File: config.mk
export PLATFORM = sky130hd
export DESIGN_NAME = flash_command_sequencer
export DESIGN_NICKNAME = d
export VERILOG_FILES = /design/src/flash_seq_pkg.sv /design/src/timebase_divider.sv /design/src/command_queue.sv /design/src/flash_command_sequencer.sv
export VERILOG_INCLUDE_DIRS = /design/src
export SDC_FILE = /design/constraint.sdc
export NUM_CORES = 1
export LEC_CHECK = 0
export ABC_AREA = 1
export BUFFER_PORTS_ARGS = -buffer_cell sky130_fd_sc_hd__buf_2
export CAP_MARGIN = 20
export CORE_MARGIN = 2
export CORE_UTILIZATION = 50
export DETAILED_ROUTE_END_ITERATION = 6
export MAX_ROUTING_LAYER = met4
export PLACE_DENSITY = 0.7
export SLEW_MARGIN = 20
export SYNTH_ARGS = -nofsm -noshare
export SYNTH_HDL_FRONTEND = slang
export SYNTH_SLANG_ARGS = --single-unit
File: constraint.sdc
create_clock -name pclk -period 5.87 [get_ports pclk]
set_input_delay 0.8805 -clock pclk [delete_from_list [all_inputs] [get_ports pclk]]
set_output_delay 0.8805 -clock pclk [all_outputs]
set_load 0.01 [all_outputs]
File: src/flash_seq_regs.svh
// register offsets, flag positions, command codes and timing counts of the
// flash command sequencer; definitions only, included by the sequencer, the checker and the bench
`ifndef FLASH_SEQ_REGS_SVH
`define FLASH_SEQ_REGS_SVH

// ----------------------------------------------------------------------
// register byte offsets on the apb bus
// ----------------------------------------------------------------------
`define OFS_TIMEBASE_DIV 8'h00
`define OFS_STATUS_FLAGS 8'h04
`define OFS_CMD_CODE 8'h08
`define OFS_CMD_ADDR 8'h0C
`define OFS_CMD_DATA 8'h10
`define OFS_PROT_LOW 8'h14
`define OFS_PROT_HIGH 8'h18
`define OFS_PROT_CTRL 8'h1C
`define OFS_IRQ_STATUS 8'h20
`define OFS_IRQ_CLEAR 8'h24
`define OFS_IRQ_ENABLE 8'h28

// ----------------------------------------------------------------------
// field positions and reset values
// ----------------------------------------------------------------------
`define BIT_BUF_EMPTY 7
`define BIT_CMD_DONE 6
`define BIT_PROTECTION_VIOLATION_FLAG 5
`define BIT_ACCESS_ERROR_FLAG 4
`define BIT_BLANK 2
`define BIT_DIV_LOADED 7
`define BIT_PROT_EN 0
`define IRQ_BUF_EMPTY 0
`define IRQ_CMD_DONE 1
`define DIV_RESET 7'h00
`define ROW_MSB 15
`define ROW_LSB 6

// ----------------------------------------------------------------------
// command codes
// ----------------------------------------------------------------------
`define CMD_ERASE_VERIFY 8'h05
`define CMD_WORD_PROGRAM 8'h20
`define CMD_SECTOR_ERASE 8'h40
`define CMD_MASS_ERASE 8'h41

// ----------------------------------------------------------------------
// timing counts in timebase ticks
// ----------------------------------------------------------------------
`define HV_RAMP_TICKS 16'h0002
`define VERIFY_TICKS 16'h0010
`define PROGRAM_TICKS 16'h0006
`define SECTOR_ERASE_TICKS 16'h0FA0
`define MASS_ERASE_TICKS 16'h4E20

`endif

File: src/flash_seq_pkg.sv
// types shared by the flash command sequencer modules
// assumes nothing of its surroundings
package flash_seq_pkg;
  // sequencer states
  typedef enum logic [1:0] {
    ST_IDLE = 2'b00,
    ST_RAMP = 2'b01,
    ST_EXEC = 2'b10,
    ST_RETIRE = 2'b11
  } seq_state_t;
  // progress of the software write sequence
  typedef enum logic [1:0] {
    WS_EMPTY = 2'b00,
    WS_DATA = 2'b01,
    WS_CMD = 2'b10
  } wseq_t;
endpackage

File: src/timebase_divider.sv
// slow timebase for the program and erase sequencer
// assumes pclk is the oscillator clock and div_value is stable while busy
`timescale 1ns/1ps
module timebase_divider (
  input wire logic pclk, // oscillator and bus clock
  input wire logic presetn, // async reset, active low
  input wire logic ce, // clock enable
  input wire logic enable, // divider value has been loaded
  input wire logic [6:0] div_value, // tick every 8 x (div_value + 1) cycles
  output logic tick // one-cycle timebase pulse
);
  logic [6:0] count;
  logic [2:0] prescale;

  // ------------------------------------------------------------------
  // divider: fixed divide by eight, then one tick every div_value + 1
  // prescaled steps; the eight lets a fast clock reach the slow tick range
  // ------------------------------------------------------------------
  always_ff @(posedge pclk or negedge presetn) begin
    if (!presetn) begin
      prescale <= 3'h0;
      count <= 7'h00;
      tick <= 1'b0;
    end else if (ce) begin
      prescale <= enable ? prescale + 3'h1 : 3'h0;
      if (!enable || (prescale == 3'h7 && count == div_value)) begin
        count <= 7'h00;
      end else if (prescale == 3'h7) begin
        count <= count + 7'h01;
      end
      tick <= enable && prescale == 3'h7 && count == div_value;
    end
  end
endmodule

File: src/command_queue.sv
// two-entry queue of command, address and data: buffer plus executing stage
// assumes the caller never pushes when full nor pops when empty
`timescale 1ns/1ps
module command_queue (
  input wire logic pclk, // clock
  input wire logic presetn, // async reset, active low
  input wire logic ce, // clock enable
  input wire logic push, // store a new entry
  input wire logic pop, // retire the head entry
  input wire logic flush, // drop every entry
  input wire logic [39:0] push_entry, // {cmd, addr, data}
  output logic [39:0] head_entry, // executing entry
  output logic [39:0] next_entry, // waiting entry
  output logic [1:0] count // entries held
);
  logic [39:0] slots [0:1];
  logic rd_ptr;
  logic wr_ptr;

  assign head_entry = slots[rd_ptr];
  assign next_entry = slots[~rd_ptr];

  // ------------------------------------------------------------------
  // storage: depth two is what lets one command wait behind another
  // ------------------------------------------------------------------
  always_ff @(posedge pclk or negedge presetn) begin
    if (!presetn) begin
      slots[0] <= 40'h00_0000_0000;
      slots[1] <= 40'h00_0000_0000;
    end else if (ce && push && !flush) begin
      slots[wr_ptr] <= push_entry;
    end
  end

  // pointers and fill level
  always_ff @(posedge pclk or negedge presetn) begin
    if (!presetn) begin
      rd_ptr <= 1'b0;
      wr_ptr <= 1'b0;
      count <= 2'h0;
    end else if (ce) begin
      if (flush) begin
        rd_ptr <= 1'b0;
        wr_ptr <= 1'b0;
        count <= 2'h0;
      end else begin
        if (push) begin
          wr_ptr <= ~wr_ptr;
        end
        if (pop) begin
          rd_ptr <= ~rd_ptr;
        end
        count <= count + {1'b0, push} - {1'b0, pop};
      end
    end
  end
endmodule

File: src/flash_command_sequencer.sv
// flash command front end: apb registers, two-stage command queue,
// protection and error checks, and the program and erase sequencer
// assumes one clock pclk that is also the oscillator clock; stop_req comes
// from logic on pclk, array_erased_pin from outside and is synchronised
//
// Decided for this implementation: the APB register port and the register addresses.
`timescale 1ns/1ps
`include "flash_seq_regs.svh"
module flash_command_sequencer import flash_seq_pkg::*; #(
  parameter logic [15:0] PROGRAM_TICKS = `PROGRAM_TICKS,
  parameter logic [15:0] SECTOR_ERASE_TICKS = `SECTOR_ERASE_TICKS,
  parameter logic [15:0] MASS_ERASE_TICKS = `MASS_ERASE_TICKS
) (
  input wire logic pclk, // bus and oscillator clock
  input wire logic presetn, // async reset, active low
  input wire logic ce, // clock enable, freezes all state when low
  input wire logic psel, // apb select
  input wire logic penable, // apb access phase
  input wire logic pwrite, // apb direction, high for write
  input wire logic [7:0] paddr, // apb byte address
  input wire logic [31:0] pwdata, // apb write data
  output logic [31:0] prdata, // apb read data
  output logic pready, // apb ready
  output logic pslverr, // apb error on unmapped address
  input wire logic stop_req, // cpu stop request
  input wire logic array_erased_pin, // array reports all cells erased
  output logic irq, // level interrupt
  output logic hv_on, // high voltage generator enable
  output logic [7:0] array_op, // command code under execution, 0 when none
  output logic [15:0] array_addr, // array address under execution
  output logic [15:0] array_data // word being programmed
);
  // ------------------------------------------------------------------
  // declarations
  // ------------------------------------------------------------------
  logic setup;
  logic wr_ack;
  logic wr_div, wr_status, wr_cmd, wr_addr, wr_data;
  logic wr_plow, wr_phigh, wr_pctrl, wr_iclr, wr_ien;
  logic [6:0] div_value;
  logic div_loaded;
  logic tick;
  logic protection_violation_flag, access_error_flag, blank;
  logic [7:0] hold_cmd;
  logic [15:0] hold_addr, hold_data;
  wseq_t wseq;
  logic [15:0] prot_low, prot_high;
  logic prot_en;
  logic [1:0] irq_status, irq_enable;
  logic buf_empty, cmd_done, buf_empty_d, cmd_done_d;
  logic erased_meta, erased_sync;
  seq_state_t state;
  logic [15:0] tick_cnt;
  logic [39:0] head_entry, next_entry;
  logic [1:0] q_count;
  logic q_full, busy, pop, flush;
  logic legal_code, in_region, prot_hit;
  logic launch_req, launch_ok, launch_protection_violation_flag;
  logic seq_err, set_access_error_flag, verify_pass;
  logic [7:0] head_cmd, next_cmd;
  logic [15:0] head_addr, next_addr;
  logic keep_hv;
  logic [15:0] op_ticks;

  // ------------------------------------------------------------------
  // apb decode
  // ------------------------------------------------------------------
  assign setup = psel && !penable;
  assign wr_ack = psel && penable && pready && pwrite;
  assign wr_div = wr_ack && paddr == `OFS_TIMEBASE_DIV;
  assign wr_status = wr_ack && paddr == `OFS_STATUS_FLAGS;
  assign wr_cmd = wr_ack && paddr == `OFS_CMD_CODE;
  assign wr_addr = wr_ack && paddr == `OFS_CMD_ADDR;
  assign wr_data = wr_ack && paddr == `OFS_CMD_DATA;
  assign wr_plow = wr_ack && paddr == `OFS_PROT_LOW;
  assign wr_phigh = wr_ack && paddr == `OFS_PROT_HIGH;
  assign wr_pctrl = wr_ack && paddr == `OFS_PROT_CTRL;
  assign wr_iclr = wr_ack && paddr == `OFS_IRQ_CLEAR;
  assign wr_ien = wr_ack && paddr == `OFS_IRQ_ENABLE;

  // ready follows every setup cycle by one clock: zero wait states
  always_ff @(posedge pclk or negedge presetn) begin
    if (!presetn) begin
      pready <= 1'b0;
    end else if (ce) begin
      pready <= setup;
    end
  end

  // read data and error are latched in the setup cycle
  always_ff @(posedge pclk or negedge presetn) begin
    if (!presetn) begin
      prdata <= 32'h0000_0000;
      pslverr <= 1'b0;
    end else if (ce && setup) begin
      pslverr <= 1'b0;
      prdata <= 32'h0000_0000;
      unique case (paddr)
        `OFS_TIMEBASE_DIV: prdata[7:0] <= {div_loaded, div_value};
        `OFS_STATUS_FLAGS: begin
          prdata[`BIT_BUF_EMPTY] <= buf_empty;
          prdata[`BIT_CMD_DONE] <= cmd_done;
          prdata[`BIT_PROTECTION_VIOLATION_FLAG] <= protection_violation_flag;
          prdata[`BIT_ACCESS_ERROR_FLAG] <= access_error_flag;
          prdata[`BIT_BLANK] <= blank;
        end
        `OFS_CMD_CODE: prdata[7:0] <= hold_cmd;
        `OFS_CMD_ADDR: prdata[15:0] <= hold_addr;
        `OFS_CMD_DATA: prdata[15:0] <= hold_data;
        `OFS_PROT_LOW: prdata[15:0] <= prot_low;
        `OFS_PROT_HIGH: prdata[15:0] <= prot_high;
        `OFS_PROT_CTRL: prdata[`BIT_PROT_EN] <= prot_en;
        `OFS_IRQ_STATUS: prdata[1:0] <= irq_status;
        `OFS_IRQ_CLEAR: prdata[1:0] <= 2'h0; // write-only, reads zero
        `OFS_IRQ_ENABLE: prdata[1:0] <= irq_enable;
        default: pslverr <= 1'b1;
      endcase
    end else if (ce) begin
      pslverr <= 1'b0; // the error answer stands for the access cycle only
    end
  end

  // ------------------------------------------------------------------
  // timebase divider
  // ------------------------------------------------------------------
  // divider value stays writable; a change mid-command lengthens or shortens the step
  always_ff @(posedge pclk or negedge presetn) begin
    if (!presetn) begin
      div_value <= `DIV_RESET;
      div_loaded <= 1'b0;
    end else if (ce && wr_div) begin
      div_value <= pwdata[6:0];
      div_loaded <= 1'b1;
    end
  end

  timebase_divider u_divider (
    .pclk(pclk),
    .presetn(presetn),
    .ce(ce),
    .enable(div_loaded),
    .div_value(div_value),
    .tick(tick)
  );

  // ------------------------------------------------------------------
  // protection region and interrupt configuration
  // ------------------------------------------------------------------
  always_ff @(posedge pclk or negedge presetn) begin
    if (!presetn) begin
      prot_low <= 16'h0000;
      prot_high <= 16'h0000;
      prot_en <= 1'b0;
      irq_enable <= 2'h0;
    end else if (ce) begin
      if (wr_plow) prot_low <= pwdata[15:0];
      if (wr_phigh) prot_high <= pwdata[15:0];
      if (wr_pctrl) prot_en <= pwdata[`BIT_PROT_EN];
      if (wr_ien) irq_enable <= pwdata[1:0];
    end
  end

  // ------------------------------------------------------------------
  // command checks
  // ------------------------------------------------------------------
  assign legal_code = pwdata[7:0] == `CMD_ERASE_VERIFY ||
                      pwdata[7:0] == `CMD_WORD_PROGRAM ||
                      pwdata[7:0] == `CMD_SECTOR_ERASE ||
                      pwdata[7:0] == `CMD_MASS_ERASE;
  assign in_region = hold_addr >= prot_low && hold_addr <= prot_high;
  // mass erase touches every region, so any protection blocks it
  assign prot_hit = prot_en && (hold_cmd == `CMD_MASS_ERASE ||
                    (hold_cmd != `CMD_ERASE_VERIFY && in_region));
  assign q_full = q_count == 2'h2;
  assign busy = state != ST_IDLE;
  assign launch_req = wr_status && pwdata[`BIT_BUF_EMPTY];
  // both error flags block a launch until software clears them
  assign launch_ok = launch_req && wseq == WS_CMD && div_loaded &&
                     !protection_violation_flag && !access_error_flag && !prot_hit;
  assign launch_protection_violation_flag = launch_req && wseq == WS_CMD && div_loaded &&
                        !protection_violation_flag && !access_error_flag && prot_hit;
  // every step out of order is an access error
  assign seq_err = (wr_addr && wseq != WS_EMPTY) ||
                   (wr_data && (wseq != WS_EMPTY || q_full)) ||
                   (wr_cmd && wseq != WS_DATA) ||
                   (launch_req && (wseq != WS_CMD || !div_loaded));
  assign set_access_error_flag = seq_err || (wr_cmd && wseq == WS_DATA && !legal_code) ||
                      (stop_req && busy);

  // ------------------------------------------------------------------
  // write sequence and holding registers
  // ------------------------------------------------------------------
  always_ff @(posedge pclk or negedge presetn) begin
    if (!presetn) begin
      wseq <= WS_EMPTY;
      hold_cmd <= 8'h00;
      hold_addr <= 16'h0000;
      hold_data <= 16'h0000;
    end else if (ce) begin
      if (set_access_error_flag || launch_protection_violation_flag || launch_ok) begin
        wseq <= WS_EMPTY; // an error aborts the sequence under way
      end else begin
        unique case (wseq)
          WS_EMPTY: begin
            if (wr_addr) hold_addr <= pwdata[15:0];
            if (wr_data) begin
              hold_data <= pwdata[15:0];
              wseq <= WS_DATA;
            end
          end
          WS_DATA: begin
            if (wr_cmd) begin
              hold_cmd <= pwdata[7:0];
              wseq <= WS_CMD;
            end
          end
          WS_CMD: wseq <= WS_CMD;
          default: wseq <= WS_EMPTY;
        endcase
      end
    end
  end

  // ------------------------------------------------------------------
  // error and result flags: a hardware set wins over a software clear
  // ------------------------------------------------------------------
  always_ff @(posedge pclk or negedge presetn) begin
    if (!presetn) begin
      protection_violation_flag <= 1'b0;
      access_error_flag <= 1'b0;
      blank <= 1'b0;
    end else if (ce) begin
      if (launch_protection_violation_flag) begin
        protection_violation_flag <= 1'b1;
      end else if (wr_status && pwdata[`BIT_PROTECTION_VIOLATION_FLAG]) begin
        protection_violation_flag <= 1'b0;
      end
      if (set_access_error_flag) begin
        access_error_flag <= 1'b1;
      end else if (wr_status && pwdata[`BIT_ACCESS_ERROR_FLAG]) begin
        access_error_flag <= 1'b0;
      end
      if (verify_pass) begin
        blank <= 1'b1;
      end else if (launch_ok) begin
        blank <= 1'b0;
      end
    end
  end

  // ------------------------------------------------------------------
  // command queue
  // ------------------------------------------------------------------
  command_queue u_queue (
    .pclk(pclk),
    .presetn(presetn),
    .ce(ce),
    .push(launch_ok),
    .pop(pop),
    .flush(flush),
    .push_entry({hold_cmd, hold_addr, hold_data}),
    .head_entry(head_entry),
    .next_entry(next_entry),
    .count(q_count)
  );

  assign head_cmd = head_entry[39:32];
  assign head_addr = head_entry[31:16];
  assign next_cmd = next_entry[39:32];
  assign next_addr = next_entry[31:16];
  assign pop = state == ST_RETIRE && !flush;
  assign flush = stop_req && busy; // stop abandons running and waiting work
  assign buf_empty = !q_full;
  assign cmd_done = !busy && q_count == 2'h0;
  assign verify_pass = pop && head_cmd == `CMD_ERASE_VERIFY && erased_sync;
  // same-row program waiting behind a program: no need to drop the pump
  assign keep_hv = q_count == 2'h2 && head_cmd == `CMD_WORD_PROGRAM &&
                   next_cmd == `CMD_WORD_PROGRAM &&
                   head_addr[`ROW_MSB:`ROW_LSB] == next_addr[`ROW_MSB:`ROW_LSB];

  // step length of the command at the head
  always_comb begin
    unique case (head_cmd)
      `CMD_WORD_PROGRAM: op_ticks = PROGRAM_TICKS;
      `CMD_SECTOR_ERASE: op_ticks = SECTOR_ERASE_TICKS;
      `CMD_MASS_ERASE: op_ticks = MASS_ERASE_TICKS;
      default: op_ticks = `VERIFY_TICKS;
    endcase
  end

  // erased indication arrives from the array side, two flops first
  always_ff @(posedge pclk or negedge presetn) begin
    if (!presetn) begin
      erased_meta <= 1'b0;
      erased_sync <= 1'b0;
    end else if (ce) begin
      erased_meta <= array_erased_pin;
      erased_sync <= erased_meta;
    end
  end

  // ------------------------------------------------------------------
  // sequencer: ramp and execute counted in timebase ticks, then retire in one clock
  // ------------------------------------------------------------------
  always_ff @(posedge pclk or negedge presetn) begin
    if (!presetn) begin
      state <= ST_IDLE;
      tick_cnt <= 16'h0000;
      hv_on <= 1'b0;
      array_op <= 8'h00;
      array_addr <= 16'h0000;
      array_data <= 16'h0000;
    end else if (ce) begin
      if (flush) begin
        state <= ST_IDLE;
        hv_on <= 1'b0;
        array_op <= 8'h00;
      end else begin
        unique case (state)
          ST_IDLE: begin
            if (q_count != 2'h0) begin
              if (hv_on || head_cmd == `CMD_ERASE_VERIFY) begin
                state <= ST_EXEC; // pump already up or not needed
                tick_cnt <= op_ticks;
              end else begin
                state <= ST_RAMP;
                hv_on <= 1'b1;
                tick_cnt <= `HV_RAMP_TICKS;
              end
            end
          end
          ST_RAMP: begin
            if (tick) begin
              tick_cnt <= tick_cnt - 16'h0001;
              if (tick_cnt == 16'h0001) begin
                state <= ST_EXEC;
                tick_cnt <= op_ticks;
              end
            end
          end
          ST_EXEC: begin
            array_op <= head_entry[39:32];
            array_addr <= head_entry[31:16];
            array_data <= head_entry[15:0];
            if (tick) begin
              tick_cnt <= tick_cnt - 16'h0001;
              if (tick_cnt == 16'h0001) begin
                state <= ST_RETIRE;
              end
            end
          end
          ST_RETIRE: begin
            array_op <= 8'h00;
            hv_on <= keep_hv;
            state <= ST_IDLE;
          end
        endcase
      end
    end
  end

  // ------------------------------------------------------------------
  // interrupts: sticky on the rising edge of each flag
  // ------------------------------------------------------------------
  always_ff @(posedge pclk or negedge presetn) begin
    if (!presetn) begin
      buf_empty_d <= 1'b1;
      cmd_done_d <= 1'b1;
      irq_status <= 2'h0;
      irq <= 1'b0;
    end else if (ce) begin
      buf_empty_d <= buf_empty;
      cmd_done_d <= cmd_done;
      for (int i = 0; i < 2; i++) begin
        if (wr_iclr && pwdata[i]) irq_status[i] <= 1'b0;
      end
      if (buf_empty && !buf_empty_d) irq_status[`IRQ_BUF_EMPTY] <= 1'b1;
      if (cmd_done && !cmd_done_d) irq_status[`IRQ_CMD_DONE] <= 1'b1;
      irq <= |(irq_status & irq_enable);
    end
  end
endmodule

==> results.md <==
* Syn Std Cell Area at 13,600 um^2
* Crit path max-delay family: buffers and inverters
* Stages on the worst setup path at 9
* Sinks on Clock Net at 267
* Die area at 28,400 um^2
* Placed cell count at 2,027
* PostCTS Resize Cnt at 0
* CTS Buf Count at 29
* Synth Area in Simple Gates at 23.4%
* EDFF count, synth at 0
* Async SR Flop Fraction at 100%
* Switch Pwr at 1.88 mW
* Setup CP Type: input port to flop
* Vias in the first global route at 10,972
* Width of the die at 169 um
* PortBufs at 91
* R2r worst-path depth at 11
* Die Y at 169 um
* Number of antenna diodes at 0
* Internal at 3.71 mW
* Clock network power share at 32.8%
* Maxcap violations at 0
* DRC at 0
* Initial DRC Count at 1,209
* Pleak at 7.66 nW
* Clk slew on worst S/H paths at 0.06 ns
* Met3 usage at 3.79%
* Rows at 60
* Critical path endpoint category: flop
* Area share of fa/ha/maj cells after synthesis at 4.34%
* Post-Synthesis Cells at 1,661
* Setup Skew at 0.0122 ns
* CTS Root Cell: clkbuf_16
* Logic pwr share at 26.8%
* H-tree lvl count at 1
* Largest net degree at the start of global routing at 104
* Post-synth cell types at 41
* Area Overhead vs Synth at 11.8%
* Yosys warnings at 0
* Starting Density at 50.6%
* Startpoint Class: input port
* RR Startpoint: state[1]$_DFFE_PN0P_
* Layout cell share with drive strength beyond 1 at 9.36%
* Slack of the critical path at 2.24 ns
* Skew-Pair Late Insertion Delay at 0.55 ns
* Hold WC Path Type: input port to asynchronous set/reset pin
* CTS tree: built
* Post-DRT Antenna Nets at 0
* M1 GR Usage at 36.9%
* Final nets at 1,814
* Total grt overflow at 0
* DR vias/cell at 5.62
* Vias at 11,705
* Largest family of logic cells by synthesized area: simple AND/OR/NAND/NOR gates
* Max Slew Vio Count at 0
* VDD IR max at 202 uV
* CTS Hold Bufs at 0
* Post-CTS setup buffers at 0
* GRT Total Usage at 26.5%
* Final Hold Viols at 0
* Fmax at 0.275 GHz
* Place WS at 1.71 ns
* Met2 GRT Util at 40.7%
* Cells along the critical path: buf_2 -> clkinv_1 -> nor2_1 -> inv_1 -> nor2_1 -> inv_1 -> nor4_1 -> a21oi_1 -> o21a_1
* RSZ-0062 raised after global routing: false
* Fill cells at 2,438
* Sw Share at 33.6%
* Worst Max-Slew Pin Slew at 0.979 ns
* Outcome: complete, no violations
* Buffers & Inverters on Critical Path at 4
* Slew margin rel. at 34.6%
* Fin crit period at 3.63 ns
* Largest stage delay on the critical path at 0.60 ns
* Compound-gate portion of the synthesized area at 13.5%
* Global-route wire length before repair at 58,600 um
* Avg Cell Area, Syn at 8.16 um^2
* Arrival time worst endpoint at 4.07 ns
* GP Congestion at 0.966
* Wire per inst at 17.4 um
* Detail Placement HPWL at 24,600 um
* # setup viols final at 0
* Num ports at 124
* Final period util at 61.9%
* Drt total wl at 36,200 um
* Seq pwr share at 40.4%
* Busiest grt layer: met2
* Peak fanout along the critical path at 19
* Non-filler cells, final at 2,083
* Synth Area in XOR/XNOR at 1.29%
* Flops & latches, synth at 267
* Crit path required time at 6.31 ns
* Pwr Density at 368 nW/um^2
* Initial antenna violation count at 0
* CTS max path bufs at 3
* Mux contribution to synthesized area at 0%
* Sequential area share after synthesis at 49.3%
* Prevailing post-synth register cell: dfrtp_1
* Core area at 26,800 um^2
* Crit path from: ce
* Setup TNS at 0 ns
* First-pass DRT Iterations at 7
* Slowest CP cell: clkinv_1
==> through the flow <==
stage | hold slack, ns | power [mW] | utilization (%) | area [um^2]
2_1_floorplan | 0.434 | 3.28 | - | 13600
3_3_place_gp | 0.452 | 3.74 | 52.8 | 14200
3_5_place_dp | 0.457 | 3.77 | 52.8 | 14200
4_1_cts | 0.392 | 5.61 | 56.4 | 15100
5_1_grt | 0.391 | 5.92 | 56.6 | 15200
6_report | 0.340 | 5.58 | 56.6 | 15200
==> cells by family after synthesis <==
kind of cell / Yosys count
compound gates: 318
xor+xnor: 20
simple gates: 742
fa+ha+maj: 47
flops: 267
buf+inv: 266
other cells: 1
==> layout make-up <==
class                   instances  area [um^2]  share of cell area [%]
multi-input cells            1143         5840                    38.6
flip-flops and latches        267         6690                    44.1
well taps                     341          427                    2.82
repair buffers                105          591                    3.90
clock inverters                13          150                   0.991
clock buffers                  41          811                    5.35
inverters                     173          649                    4.28
==> path summary, 6_finish.rpt <==
kind                                            end  slack, ns
setup / recovery           tick_cnt[15]$_DFFE_PN0P_       2.24
hold / removal              tick_cnt[5]$_DFFE_PN0P_       0.34
setup reg to reg           hold_data[6]$_DFFE_PN0P_       2.43
hold reg to reg            tick_cnt[13]$_DFFE_PN0P_       0.46
max in group asynchronous     prdata[9]$_DFFE_PN0P_       4.17
min in group pclk          tick_cnt[13]$_DFFE_PN0P_       0.46
==> worst reg2reg max path: stages (launching register included) <==
cell	delay (ns)
dfrtp_1	0.40
inv_1	0.12
ha_1	0.19
inv_1	0.12
nand2_2	0.09
buf_4	0.63
nand2_1	0.22
inv_1	0.10
nand4_1	0.12
nor2_1	0.32
nand3_2	0.61
o21ai_0	0.41
==> cell usage in the layout (no fill, tap or decap), drive strengths merged, types with 15 or more instances in the layout <==
cell / netlist / routed
buf: 37 / 105
clkbuf: 56 / 41
o21ai: 183 / 183
conb: 1 / 16
nand3: 41 / 41
o22ai: 26 / 26
xor2: 17 / 17
o21a: 34 / 34
inv: 172 / 173
a21oi: 35 / 35
nor2: 126 / 126
nand4: 97 / 97
nor4: 15 / 15
nand2: 435 / 435
dfrtp: 265 / 265
nor3: 24 / 24
ha: 47 / 47
==> registers in the layout (all words and copies together) (netlist names), 3 cells and up <==
register / flops
array_op: 8
prdata: 16
u_divider.count: 7
hold_cmd: 8
tick_cnt: 16
prot_low: 16
hold_addr: 16
prot_high: 16
u_queue.slots: 80
div_value: 7
u_divider.prescale: 3
array_addr: 16
hold_data: 16
array_data: 16
==> power groups by stage <==
| stage | clock network (mW) | registers (mW) | logic, mW |
|---|---|---|---|
| final | 1.83 | 2.26 | 1.50 |
| after detailed placement | 0 | 2.29 | 1.49 |
| after floorplan | 0 | 2.31 | 0.977 |
| after global routing | 1.92 | 2.29 | 1.70 |
| after CTS | 1.86 | 2.26 | 1.49 |
| after global placement | 0 | 2.28 | 1.46 |
==> synth_stat cells (3+ instances only) <==
| cell | n | area, um^2 |
|---|---|---|
| nor4_1 | 15 | 93.8 |
| xnor2_1 | 3 | 26.3 |
| dfrtp_1 | 265 | 6630 |
| a221oi_1 | 5 | 43.8 |
| buf_2 | 11 | 55.1 |
| ha_1 | 47 | 588 |
| inv_1 | 170 | 638 |
| o21ai_0 | 183 | 916 |
| nand3_1 | 41 | 205 |
| xor2_1 | 17 | 149 |
| nand4_1 | 97 | 607 |
| a21o_1 | 4 | 30.0 |
| a21oi_1 | 34 | 170 |
| nor3_1 | 23 | 115 |
| nor2_1 | 126 | 473 |
| nand2_1 | 434 | 1630 |
| a31oi_1 | 9 | 56.3 |
| o21bai_1 | 3 | 22.5 |
| a22oi_1 | 5 | 37.5 |
| o21a_1 | 34 | 255 |
| o221ai_1 | 4 | 35.0 |
| o22ai_1 | 26 | 163 |
| clkbuf_1 | 56 | 210 |
| buf_4 | 24 | 180 |
| a22o_1 | 4 | 35.0 |
==> routing by layer <==
layer	vias up	share of wire, %
met5	-	0
met1	5606	46
met4	0	2.8
li1	5621	-
met2	405	45
met3	73	6.3
Power figures use the tool's default switching activity.
